[src/pkg/flash_ctrl_consts.svh]
`ifndef FLASH_CTRL_CONSTS_SVH
`define FLASH_CTRL_CONSTS_SVH

// ----------------------------------------
// Register byte offsets
// ----------------------------------------
`define OFS_TARGET_ADDR 9'h000
`define OFS_WRITE_DATA 9'h004
`define OFS_COMMAND 9'h008
`define OFS_RAW_STATUS 9'h00C
`define OFS_INT_MASK 9'h010
`define OFS_MASKED_STATUS 9'h014
`define OFS_READ_PROTECT 9'h130
`define OFS_PROG_PROTECT 9'h134
`define OFS_TICK_RELOAD 9'h140

// ----------------------------------------
// Command register fields
// ----------------------------------------
`define WRITE_KEY 16'hA442
`define CMD_WRITE 0
`define CMD_ERASE 1
`define CMD_MERASE 2
`define CMD_COMMIT 3

// ----------------------------------------
// Status and mask fields
// ----------------------------------------
`define ST_ACCESS 0
`define ST_DONE 1

// ----------------------------------------
// Reset and erased values
// ----------------------------------------
`define RST_TICK_RELOAD 8'h31
`define RST_PROTECT 32'hFFFF_FFFF
`define ERASED_WORD 32'hFFFF_FFFF

// ----------------------------------------
// Pulse lengths in microsecond ticks
// ----------------------------------------
`define PROG_PULSE_US 24'h00_0014
`define PAGE_ERASE_US 24'h00_4E20
`define MASS_ERASE_US 24'h03_0D40

`endif

[src/pkg/flash_ctrl_pkg.sv]
package flash_ctrl_pkg;

   typedef enum logic [1:0] {
      ST_IDLE,
      ST_PULSE,
      ST_COMMIT
   } seq_state_t;

   typedef struct packed {
      logic [7:0] tick_cnt;
      logic [23:0] us_left;
      logic busy;
      logic done;
   } timer_state_t;

   typedef struct packed {
      logic loaded;
      logic [31:0] pe;
      logic [31:0] re;
   } prot_state_t;

   typedef struct packed {
      seq_state_t st;
      logic [15:0] target_addr;
      logic [31:0] write_data;
      logic [3:0] cmd;
      logic [7:0] tick_reload;
      logic [1:0] raw;
      logic [1:0] mask;
      logic [31:0] reg_rdata;
      logic arr_rd;
      logic [15:0] arr_raddr;
      logic rd1;
      logic rd1_block;
      logic rd2;
      logic rd2_block;
      logic rvalid;
      logic [31:0] rdata;
      logic [15:0] op_addr;
      logic [31:0] op_data;
      logic commit_pe;
   } ctrl_state_t;

endpackage : flash_ctrl_pkg

[src/pkg/usec_timer_if.sv]
`timescale 1ns/1ps
interface usec_timer_if;
   logic [7:0] reload;
   logic start;
   logic [23:0] us_count;
   logic busy;
   logic done;
   modport ctrl (output reload, output start, output us_count, input busy, input done);
   modport timer (input reload, input start, input us_count, output busy, output done);
endinterface : usec_timer_if

[src/core/usec_timer.sv]
`timescale 1ns/1ps
`include "flash_ctrl_consts.svh"
module usec_timer (
   input wire logic clk, // System clock
   input wire logic rst_n, // Synchronised reset
   usec_timer_if.timer tif // Reload and pulse request
);
   flash_ctrl_pkg::timer_state_t s, next_s;
   logic tick;

   always_comb begin
      next_s = s;
      next_s.done = 1'b0;
      tick = (s.tick_cnt == 8'h00);
      // Divider reloads every microsecond so a new rate applies at the next tick
      if (tick) begin
         next_s.tick_cnt = tif.reload;
      end else begin
         next_s.tick_cnt = s.tick_cnt - 8'h01;
      end
      if (tif.start) begin
         next_s.busy = 1'b1;
         next_s.us_left = tif.us_count;
         next_s.tick_cnt = tif.reload;
      end else if (s.busy && tick) begin
         if (s.us_left <= 24'h00_0001) begin
            next_s.busy = 1'b0;
            next_s.done = 1'b1;
         end else begin
            next_s.us_left = s.us_left - 24'h00_0001;
         end
      end
   end

   always_ff @(posedge clk or negedge rst_n) begin
      if (!rst_n) begin
         s <= '0;
      end else begin
         s <= next_s;
      end
   end

   assign tif.busy = s.busy;
   assign tif.done = s.done;
endmodule : usec_timer

[src/core/prot_regs.sv]
`timescale 1ns/1ps
`include "flash_ctrl_consts.svh"
module prot_regs (
   input wire logic clk, // System clock
   input wire logic rst_n, // Synchronised reset
   input wire logic [31:0] nv_pe, // Committed program enables
   input wire logic [31:0] nv_re, // Committed read enables
   input wire logic wr_pe, // Write to program enables
   input wire logic wr_re, // Write to read enables
   input wire logic [31:0] wdata, // Write data
   output logic loaded, // Committed values taken
   output logic [31:0] program_enable_protect_bits, // Working program enables
   output logic [31:0] read_enable_protect_bits // Working read enables
);
   flash_ctrl_pkg::prot_state_t s, next_s;

   always_comb begin
      next_s = s;
      if (!s.loaded) begin
         // Uncommitted clears vanish: working copy comes back from the store
         next_s.loaded = 1'b1;
         next_s.pe = nv_pe;
         next_s.re = nv_re;
      end else begin
         if (wr_pe) begin
            next_s.pe = s.pe & wdata;
         end
         if (wr_re) begin
            next_s.re = s.re & wdata;
         end
      end
   end

   always_ff @(posedge clk or negedge rst_n) begin
      if (!rst_n) begin
         s <= {1'b0, `RST_PROTECT, `RST_PROTECT};
      end else begin
         s <= next_s;
      end
   end

   assign loaded = s.loaded;
   assign program_enable_protect_bits = s.pe;
   assign read_enable_protect_bits = s.re;
endmodule : prot_regs

[src/core/flash_protect_program_ctrl.sv]
`timescale 1ns/1ps
`include "flash_ctrl_consts.svh"
module flash_protect_program_ctrl (
   input wire logic clk, // 20 MHz system clock
   input wire logic resetn, // Power-on reset, active low
   input wire logic [8:0] reg_addr, // Register byte address
   input wire logic [31:0] reg_wdata, // Register write data
   input wire logic reg_wr, // Register write strobe
   input wire logic reg_rd, // Register read strobe
   output logic [31:0] reg_rdata, // Read data, cycle after strobe
   input wire logic cpu_rd, // Read request from the code bus
   input wire logic cpu_fetch, // Request is an instruction fetch
   input wire logic [15:0] cpu_addr, // Byte address of the read
   output logic cpu_rvalid, // Read answer valid
   output logic [31:0] cpu_rdata, // Read answer data
   output logic arr_rd, // Array read strobe
   output logic [15:0] arr_raddr, // Array read address
   input wire logic [31:0] arr_rdata, // Array data, cycle after strobe
   output logic arr_prog, // Word program pulse
   output logic arr_erase_page, // Page erase pulse
   output logic arr_erase_mass, // Mass erase pulse
   output logic [15:0] arr_addr, // Program or erase address
   output logic [31:0] arr_wdata, // Program data
   input wire logic [31:0] nv_pe, // Committed program enables
   input wire logic [31:0] nv_re, // Committed read enables
   output logic nv_commit, // Commit strobe
   output logic nv_commit_pe, // Commit selects program enables
   output logic [31:0] nv_commit_data, // Value to commit
   output logic ctrl_irq // Controller interrupt
);
   // ----------------------------------------
   // Reset release
   // ----------------------------------------
   logic [1:0] rst_sync;
   logic rst_n;

   always_ff @(posedge clk or negedge resetn) begin
      if (!resetn) begin
         rst_sync <= 2'b00;
      end else begin
         rst_sync <= {rst_sync[0], 1'b1};
      end
   end
   assign rst_n = rst_sync[1];

   // ----------------------------------------
   // Submodules
   // ----------------------------------------
   usec_timer_if tif ();
   logic prot_loaded;
   logic [31:0] pe;
   logic [31:0] re;
   logic wr_pe;
   logic wr_re;

   usec_timer u_timer (
      .clk(clk),
      .rst_n(rst_n),
      .tif(tif.timer)
   );

   prot_regs u_prot (
      .clk(clk),
      .rst_n(rst_n),
      .nv_pe(nv_pe),
      .nv_re(nv_re),
      .wr_pe(wr_pe),
      .wr_re(wr_re),
      .wdata(reg_wdata),
      .loaded(prot_loaded),
      .program_enable_protect_bits(pe),
      .read_enable_protect_bits(re)
   );

   // ----------------------------------------
   // Control state
   // ----------------------------------------
   flash_ctrl_pkg::ctrl_state_t s, next_s;
   logic key_wr;
   logic [4:0] op_unit;
   logic [4:0] rd_unit;
   logic program_protected;
   logic read_protected;
   logic start;
   logic [23:0] start_us;

   assign wr_pe = reg_wr && (reg_addr == `OFS_PROG_PROTECT);
   assign wr_re = reg_wr && (reg_addr == `OFS_READ_PROTECT);
   assign key_wr = reg_wr && (reg_addr == `OFS_COMMAND) && (reg_wdata[31:16] == `WRITE_KEY);
   // Unit index is address bits above the 2 KB boundary
   assign op_unit = s.target_addr[15:11];
   assign rd_unit = cpu_addr[15:11];
   assign program_protected = !pe[op_unit];
   assign read_protected = !re[rd_unit];

   always_comb begin
      next_s = s;
      start = 1'b0;
      start_us = `PROG_PULSE_US;
      next_s.reg_rdata = 32'h0000_0000;

      // Register writes
      if (reg_wr) begin
         case (reg_addr)
            `OFS_TARGET_ADDR: next_s.target_addr = reg_wdata[15:0];
            `OFS_WRITE_DATA: next_s.write_data = reg_wdata;
            `OFS_INT_MASK: next_s.mask = reg_wdata[1:0];
            `OFS_MASKED_STATUS: next_s.raw = s.raw & ~reg_wdata[1:0];
            `OFS_TICK_RELOAD: next_s.tick_reload = reg_wdata[7:0];
            default: ;
         endcase
      end

      // Sequencer
      case (s.st)
         flash_ctrl_pkg::ST_IDLE: begin
            // Multiple command bits: lowest one wins
            if (key_wr && prot_loaded) begin
               if (reg_wdata[`CMD_COMMIT] && !(|reg_wdata[2:0])) begin
                  next_s.cmd = 4'b1000;
                  next_s.commit_pe = s.target_addr[0];
                  next_s.st = flash_ctrl_pkg::ST_COMMIT;
               end else if (reg_wdata[`CMD_WRITE] || reg_wdata[`CMD_ERASE]) begin
                  if (program_protected) begin
                     next_s.raw[`ST_ACCESS] = 1'b1;
                     next_s.cmd = 4'b0000;
                  end else begin
                     start = 1'b1;
                     next_s.st = flash_ctrl_pkg::ST_PULSE;
                     if (reg_wdata[`CMD_WRITE]) begin
                        next_s.cmd = 4'b0001;
                        next_s.op_addr = {s.target_addr[15:2], 2'b00};
                        next_s.op_data = s.write_data;
                     end else begin
                        next_s.cmd = 4'b0010;
                        next_s.op_addr = {s.target_addr[15:10], 10'h000};
                        next_s.op_data = `ERASED_WORD;
                        start_us = `PAGE_ERASE_US;
                     end
                  end
               end else if (reg_wdata[`CMD_MERASE]) begin
                  // Mass erase refused while any unit is program protected
                  if (pe != `RST_PROTECT) begin
                     next_s.raw[`ST_ACCESS] = 1'b1;
                     next_s.cmd = 4'b0000;
                  end else begin
                     start = 1'b1;
                     start_us = `MASS_ERASE_US;
                     next_s.cmd = 4'b0100;
                     next_s.op_addr = 16'h0000;
                     next_s.op_data = `ERASED_WORD;
                     next_s.st = flash_ctrl_pkg::ST_PULSE;
                  end
               end
            end
         end
         flash_ctrl_pkg::ST_PULSE: begin
            if (tif.done) begin
               next_s.cmd = 4'b0000;
               next_s.raw[`ST_DONE] = 1'b1;
               next_s.st = flash_ctrl_pkg::ST_IDLE;
            end
         end
         flash_ctrl_pkg::ST_COMMIT: begin
            next_s.cmd = 4'b0000;
            next_s.st = flash_ctrl_pkg::ST_IDLE;
         end
         default: next_s.st = flash_ctrl_pkg::ST_IDLE;
      endcase

      // Code bus read pipeline: request, array, answer
      next_s.arr_rd = cpu_rd;
      next_s.arr_raddr = cpu_addr;
      next_s.rd1 = cpu_rd;
      next_s.rd1_block = cpu_rd && !cpu_fetch && read_protected;
      next_s.rd2 = s.rd1;
      next_s.rd2_block = s.rd1_block;
      next_s.rvalid = s.rd2;
      next_s.rdata = s.rd2_block ? 32'h0000_0000 : arr_rdata;
      if (s.rd2 && s.rd2_block) begin
         next_s.raw[`ST_ACCESS] = 1'b1;
      end

      // Register reads
      if (reg_rd) begin
         case (reg_addr)
            `OFS_TARGET_ADDR: next_s.reg_rdata = {16'h0000, s.target_addr};
            `OFS_WRITE_DATA: next_s.reg_rdata = s.write_data;
            `OFS_COMMAND: next_s.reg_rdata = {28'h000_0000, s.cmd};
            `OFS_RAW_STATUS: next_s.reg_rdata = {30'h0000_0000, s.raw};
            `OFS_INT_MASK: next_s.reg_rdata = {30'h0000_0000, s.mask};
            `OFS_MASKED_STATUS: next_s.reg_rdata = {30'h0000_0000, s.raw & s.mask};
            `OFS_READ_PROTECT: next_s.reg_rdata = re;
            `OFS_PROG_PROTECT: next_s.reg_rdata = pe;
            `OFS_TICK_RELOAD: next_s.reg_rdata = {24'h00_0000, s.tick_reload};
            default: next_s.reg_rdata = 32'h0000_0000;
         endcase
      end
   end

   always_ff @(posedge clk or negedge rst_n) begin
      if (!rst_n) begin
         s <= '0;
         s.st <= flash_ctrl_pkg::ST_IDLE;
         s.tick_reload <= `RST_TICK_RELOAD;
      end else begin
         s <= next_s;
      end
   end

   // ----------------------------------------
   // Outputs
   // ----------------------------------------
   assign tif.reload = s.tick_reload;
   assign tif.start = start;
   assign tif.us_count = start_us;

   assign reg_rdata = s.reg_rdata;
   assign cpu_rvalid = s.rvalid;
   assign cpu_rdata = s.rdata;
   assign arr_rd = s.arr_rd;
   assign arr_raddr = s.arr_raddr;
   assign arr_addr = s.op_addr;
   assign arr_wdata = s.op_data;
   assign arr_prog = (s.st == flash_ctrl_pkg::ST_PULSE) && s.cmd[`CMD_WRITE];
   assign arr_erase_page = (s.st == flash_ctrl_pkg::ST_PULSE) && s.cmd[`CMD_ERASE];
   assign arr_erase_mass = (s.st == flash_ctrl_pkg::ST_PULSE) && s.cmd[`CMD_MERASE];
   assign nv_commit = (s.st == flash_ctrl_pkg::ST_COMMIT);
   assign nv_commit_pe = s.commit_pe;
   assign nv_commit_data = s.commit_pe ? pe : re;
   assign ctrl_irq = |(s.raw & s.mask);
endmodule : flash_protect_program_ctrl

[config.mk]
export PLATFORM = sky130hd
export DESIGN_NAME = flash_protect_program_ctrl
export DESIGN_NICKNAME = d
export VERILOG_FILES = /design/src/pkg/flash_ctrl_pkg.sv /design/src/pkg/usec_timer_if.sv /design/src/core/usec_timer.sv /design/src/core/prot_regs.sv /design/src/core/flash_protect_program_ctrl.sv
export VERILOG_INCLUDE_DIRS = /design/src /design/src/pkg
export SDC_FILE = /design/constraint.sdc
export NUM_CORES = 1
export LEC_CHECK = 0
export ABC_AREA = 1
export BUFFER_PORTS_ARGS = -buffer_cell sky130_fd_sc_hd__buf_2
export CORE_MARGIN = 4
export CORE_UTILIZATION = 44
export DETAILED_ROUTE_END_ITERATION = 10
export GPL_ROUTABILITY_DRIVEN = 0
export PLACE_DENSITY = 0.7
export SYNTH_ARGS = -nofsm -noshare
export SYNTH_HDL_FRONTEND = slang
export SYNTH_HIERARCHICAL = 1
export SYNTH_SLANG_ARGS = --single-unit
[constraint.sdc]
create_clock -name clk -period 10.54 [get_ports clk]
set_input_delay 1.581 -clock clk [delete_from_list [all_inputs] [get_ports clk]]
set_output_delay 1.581 -clock clk [all_outputs]
set_load 0.02 [all_outputs]
# [Word level (Yosys, flattened, before mapping)]
# Cells that the tools add are included.
[op_classes] order_cmp=3 bitwise=6 reduce_logical=36 n_eq_ne=22 n_mux=68 add_sub_neg=2
[op_table] op="32-bit case mux with 9 select lines" count=1
[op_table] op="48-bit 2-to-1 mux" count=4
[op_table] op="32-bit 2-to-1 mux" count=5
[op_table] op="24-bit 2-to-1 mux" count=5
[op_table] op="32-bit bitwise AND" count=2
[op_table] op="64-bit 2-to-1 mux" count=1
[op_table] op="42-bit 2-to-1 mux" count=1
[op_table] op="18-bit 2-to-1 mux" count=2
[op_table] op="32-bit inequality test, second input constant" count=1
[op_table] op="15-bit 2-to-1 mux" count=2
[op_table] op="9-bit == test, second input constant" count=3
[op_table] op="26-bit 2-to-1 mux" count=1
[op_table] op="25-bit 2-to-1 mux" count=1
[op_table] op="24-bit by 1-bit <= comparator with 1-bit output, second input constant" count=1
[op_table] op="2-bit 2-to-1 mux" count=12
[op_table] op="4-bit 2-to-1 mux" count=6
[op_table] op="24-bit by 1-bit subtractor with 24-bit output, second input constant" count=1
[op_table] op="1-bit 2-to-1 mux" count=20
[op_table] op="9-bit by 4-bit == test with 1-bit output, second input constant" count=2
[op_table] op="9-bit by 5-bit == test with 1-bit output, second input constant" count=2
[op_table] op="16-bit == test, second input constant" count=1
[op_table] op="8-bit 2-to-1 mux" count=2
[op_table] op="1-bit logical AND" count=13
[op_table] op="5-bit by 6-bit < comparator with 1-bit output, second input constant" count=2
[op_table] op="28 further kinds" count=46
[word_totals] word_cells=163 output_inout_bits=168 reg_bits=301

# [Depth between registers and ports, before layout]
[logic_depth] word_depth=11 mapped_depth=23

# [Hierarchy]
# Netlist, hierarchy kept.
[modules_own_cells] module="flash_protect_program_ctrl" cells_each=1346 seq_area_each_um2=5008.6 n_inst=1 area_each_um2=10585.2
[modules_own_cells] module="prot_regs" cells_each=375 seq_area_each_um2=1706.6 n_inst=1 area_each_um2=2966.6
[modules_own_cells] module="usec_timer" cells_each=381 seq_area_each_um2=850.8 n_inst=1 area_each_um2=2447.3

# [Worst setup path before layout]
# Ideal clock, no wire load.
[synth_timing] path_kind="input to register" start="in reg_addr[7]" end="reg u_timer/s[10] (netlist name)" cell_stages=14 setup_slack_ns=7.014 n_path_buf=2 setup_time_ns=0.123 arrival_ns=3.403 path_cell_list="nor2_1 > nand3_1 > nor2_2 > nand2_1 > inv_1 > nand4_1 > nor3_1 > buf_2 > inv_1 > nand4_1 > clkbuf_1 > nor2_1 > o21ai_0 > nand2_1"
[synth_between] elab_chain_cells=8 elab_cells_between_ends=12
[synth_rtl] element="start: declaration" line="flash_protect_program_ctrl.sv:6" rtl="input wire logic [8:0] reg_addr,"
[synth_rtl] element="9-bit by 4-bit == test with 1-bit output (*)"
[synth_rtl] element="1-bit logical AND (*) (2 in a row)" line="flash_protect_program_ctrl.sv:89" rtl="assign key_wr = reg_wr && (reg_addr == `OFS_COMMAND) && (reg_wdata[31:16] == `WRITE_KEY);"
[synth_rtl] element="1-bit logical AND (*)" line="flash_protect_program_ctrl.sv:118" rtl="if (key_wr && prot_loaded) begin"
[synth_rtl] element="1-bit 2-to-1 mux (*)" line="flash_protect_program_ctrl.sv:118"
[synth_rtl] element="1-bit 2-to-1 mux (*)" line="flash_protect_program_ctrl.sv:115" rtl="case (s.st)"
[synth_rtl] element="named net start" line="flash_protect_program_ctrl.sv:84" rtl="logic start;"
[synth_rtl] element="2-bit inequality test (no line) / 2-bit nonzero test (equally long branches)"
[synth_rtl] element="2-bit AND reduction (no line)"
[synth_rtl] element="end signal: assignment" line="usec_timer.sv:39" rtl="s <= next_s;"
[synth_rtl] element="end: declaration" line="usec_timer.sv:8" rtl="flash_ctrl_pkg::timer_state_t s, next_s;"
# Mark *: on every way through the listed nets, which the timed path passes. The rest lies on a longest branch.
# A chain may end at the register's enable or synchronous reset.

# [Worst setup path in the final report]
[layout_timing] start="in reg_wdata[0]" end="reg u_timer/s[11] (netlist name)"
[layout_between] elab_chain_cells=8 elab_cells_between_ends=18
[layout_rtl] element="start: declaration" line="flash_protect_program_ctrl.sv:7" rtl="input wire logic [31:0] reg_wdata,"
[layout_rtl] element="3-bit OR reduction" line="flash_protect_program_ctrl.sv:119" rtl="if (reg_wdata[`CMD_COMMIT] && !(|reg_wdata[2:0])) begin"
[layout_rtl] element="1-bit logical NOT" line="flash_protect_program_ctrl.sv:119"
[layout_rtl] element="1-bit logical AND" line="flash_protect_program_ctrl.sv:119"
[layout_rtl] element="1-bit 2-to-1 mux (*)" line="flash_protect_program_ctrl.sv:119"
[layout_rtl] element="1-bit 2-to-1 mux (*)" line="flash_protect_program_ctrl.sv:118"
[layout_rtl] element="1-bit 2-to-1 mux (*)" line="flash_protect_program_ctrl.sv:115"
[layout_rtl] element="named net start" line="flash_protect_program_ctrl.sv:84"
[layout_rtl] element="2-bit inequality test (no line) / 2-bit nonzero test (equally long branches)"
[layout_rtl] element="2-bit AND reduction (no line)"
# Marked as above.

==> impl_metrics.py <==
metrics = {
    "synthesis": {
        "syn_inst": 2102,
        "synth_top_cell_area_share": 0.363,
        "async_flop_share": 1.00,
        "synth.distinct_cells": 43,
        "yosysSeqAreaShare": 0.473,
        "synth_edf_count": 0,
        "synthFlopType": "dfrtp_1",
        "synth.avg_cell_area_sq_um": 7.61,
        "syn-cell-area_sq_um": 16000,
        "yosysWarnings": 6,
        "yosysTopAreaCell": "dfrtp_1",
        "yosys_register_bits": 299,
        "synth_area_leaders": "dfrtp_1 36%, nand2_1 18%, dfstp_2 11%",
    },
    "cts": {
        "cts_resized": 0,
        "cts.reportedPaths.clkPinSlew_ns": 0.06,
        "cts.root.buffer_cell": "clkbuf_16",
        "ctsHoldBuffers": 0,
        "htreeDepth": 2,
        "cts_setup_buffers": 0,
        "cts_tree": "built",
        "cts_inserted_buffers": 35,
        "clockBufferDepth": 3,
        "cts_sinks": 299,
        "worst_skew_pair.late_latency_ns": 0.53,
    },
    "sta": {
        "fin_crit_ns": 4.70,
        "max_slew_margin": 0.188,
        "rsz0062_at_grt": "no",
        "setup-tns-final_ns": 0,
        "finalSetupViolations": 0,
        "tightest_slew_ns": 1.22,
        "fin_skew_ns": 0.0281,
        "slew_violations": 0,
        "clock.fmax_mhz": 213,
        "hold_viol": 0,
        "period_share": 0.446,
    },
    "pwr": {
        "peakVddDrop_v": 0.000109,
        "switching_share": 0.273,
        "clkPwrFrac": 0.431,
        "power_frac_seq": 0.451,
        "powerDensity_nw_per_um2": 160,
        "cellLeakagePower_nw": 9.93,
        "p_int_mw": 2.10,
        "power_switching_uw": 789,
        "pwr-share-comb": 0.118,
    },
    "worst_setup_path": {
        "path_class": "input pin to register",
        "cp-end-kind": "register",
        "critical_path_arrival_ns": 5.11,
        "path_max_fanout": 43,
        "required_ns": 10.95,
        "crit_path_start_kind": "input pin",
    },
    "finish": {
        "drive_gt1_frac": 0.222,
        "fillers": 3497,
        "final_common_cell": "nand2_1",
        "nNetsFinal": 2434,
        "area_growth_pct": 12.9,
        "final_cells": 2756,
        "finalInstanceArea_sq_um": 18100,
        "mostFrequentLayoutCells": "747 x nand2_1, 324 x buf_2, 230 x dfrtp_1, 204 x inv_1, 158 x nor2_1",
    },
    "outcome": {
        "status": "complete, no violations",
    },
    "global_route": {
        "grt_remaining_overflow": 0,
        "grt_usage": 0.257,
        "grt_max_degree": 81,
        "antenna_found_initial": 1,
        "grt_pass1_vias": 13685,
        "grt_pass1_wl_um": 79600,
    },
    "route": {
        "avgRoutedWirePerCell_um": 19.0,
        "drt-total-wl_um": 52300,
        "ant_nets": 0,
        "drt_iter0_markers": 1793,
        "routed_via_density": 5.29,
        "vias": 14579,
        "route.detailed.drc": 0,
        "dr.pass1.iters": 8,
    },
    "floorplanning": {
        "dieHeight_um": 199,
        "start_util": 0.448,
        "rows": 69,
        "dieArea_sq_um": 39500,
        "io_pins": 327,
        "die_x_um": 199,
        "core-area_sq_um": 35700,
    },
    "place": {
        "place_area_sq_um": 16900,
        "dp_hpwl_um": 39500,
        "io_buffers": 324,
        "dp.cells": 2692,
    },
    "run": {
        "maxCapViolations": 0,
    },
    "worst_hold_path": {
        "min_path_type": "register to register",
    },
}
[stage by stage]
stage	power [mW]	util	hold WS, ns	setup slack (ns)
after floorplan	1.53	-	0.331	1.71
after global placement	1.65	0.472	0.338	5.48
after detailed placement	1.66	0.472	0.340	5.40
after CTS	2.90	0.505	0.353	5.95
after global routing	3.00	0.505	0.368	5.56
final	2.89	0.505	0.353	5.84
[layer usage]
layer / GRT usage / vias up / wire (um)
li1: - / 6810 / -
met1: 0.378 / 6834 / 22100
met2: 0.372 / 830 / 22200
met3: 0.0630 / 105 / 6050
met4: 0.0887 / 0 / 1930
met5: 0 / - / 0
[power groups by stage]
stage                     registers, mW  logic, mW  clock network, mW
final                              1.31      0.341               1.25
after global routing               1.31      0.377               1.31
after CTS                          1.30      0.339               1.26
after detailed placement           1.32      0.337                  0
after global placement             1.32      0.329                  0
after floorplan                    1.31      0.226                  0
[flip-flops by register name, indices dropped and copies added (netlist names), 14 cells and up]
name / count
u_prot/read_enable_protect_bits: 32
s: 54
arr_addr: 14
u_prot/program_enable_protect_bits: 32
arr_raddr: 16
cpu_rdata: 32
u_timer/s: 32
arr_wdata: 32
reg_rdata: 32
[cell families (layout without fill, tap and decap cells)]
family,after synthesis,after routing,synth area share
simple gates,1110,1110,0.290
buf+inv,435,613,0.143
flops,299,299,0.473
compound gates,237,237,0.0814
xor+xnor,10,10,0.00547
fa+ha+maj,7,7,0.00547
other cells,3,18,0.000704
mux,1,1,0.000704
[worst max-delay path: stages]
cell	delay [ns]
buf_2	0.30
inv_2	0.35
nand2_4	0.15
nand2_4	0.37
nand2_1	0.19
nor3_4	0.88
inv_1	0.25
nand2_4	0.16
nand2_4	0.17
inv_2	0.44
nand2_1	0.10
nand2_1	0.08
nand2_1	0.04
[Yosys cell counts, types with 10 or more instances]
cell / instances
nand2_1: 747
dfrtp_1: 232
inv_1: 204
nor2_1: 159
buf_4: 131
o21ai_0: 130
nand3_1: 83
nand4_1: 69
dfstp_2: 67
a21oi_1: 57
clkbuf_1: 44
buf_2: 27
o22ai_1: 17
buf_6: 16
a221oi_1: 12
nor3_1: 11
or2_2: 10
[layout make-up]
cell class / count / area (sq um) / area share
clock buffers: 52 / 1040 / 0.0576
flip-flops and latches: 299 / 7570 / 0.419
diodes: 1 / 2.50 / 0.000139
inverters: 216 / 813 / 0.0450
multi-input cells: 1382 / 6210 / 0.344
clock inverters: 11 / 148 / 0.00818
repair buffers: 334 / 1700 / 0.0939
well taps: 461 / 577 / 0.0319
[path summary, 6_finish.rpt]
path                         startpoint       endpoint  slack (ns)  depth (start not counted)
hold reg to reg              next_s[82]          s[82]        0.35                          0
hold / removal               next_s[82]          s[82]        0.35                          0
setup reg to reg             op_unit[0]  u_timer/s[11]        6.17                         18
max in group asynchronous   rst_sync[1]  arr_raddr[13]        7.65                          2
min in group asynchronous   rst_sync[1]     next_s[83]        0.52                          0
setup / recovery           reg_wdata[0]  u_timer/s[11]        5.84                         13
(Power assumes the default switching activity.)
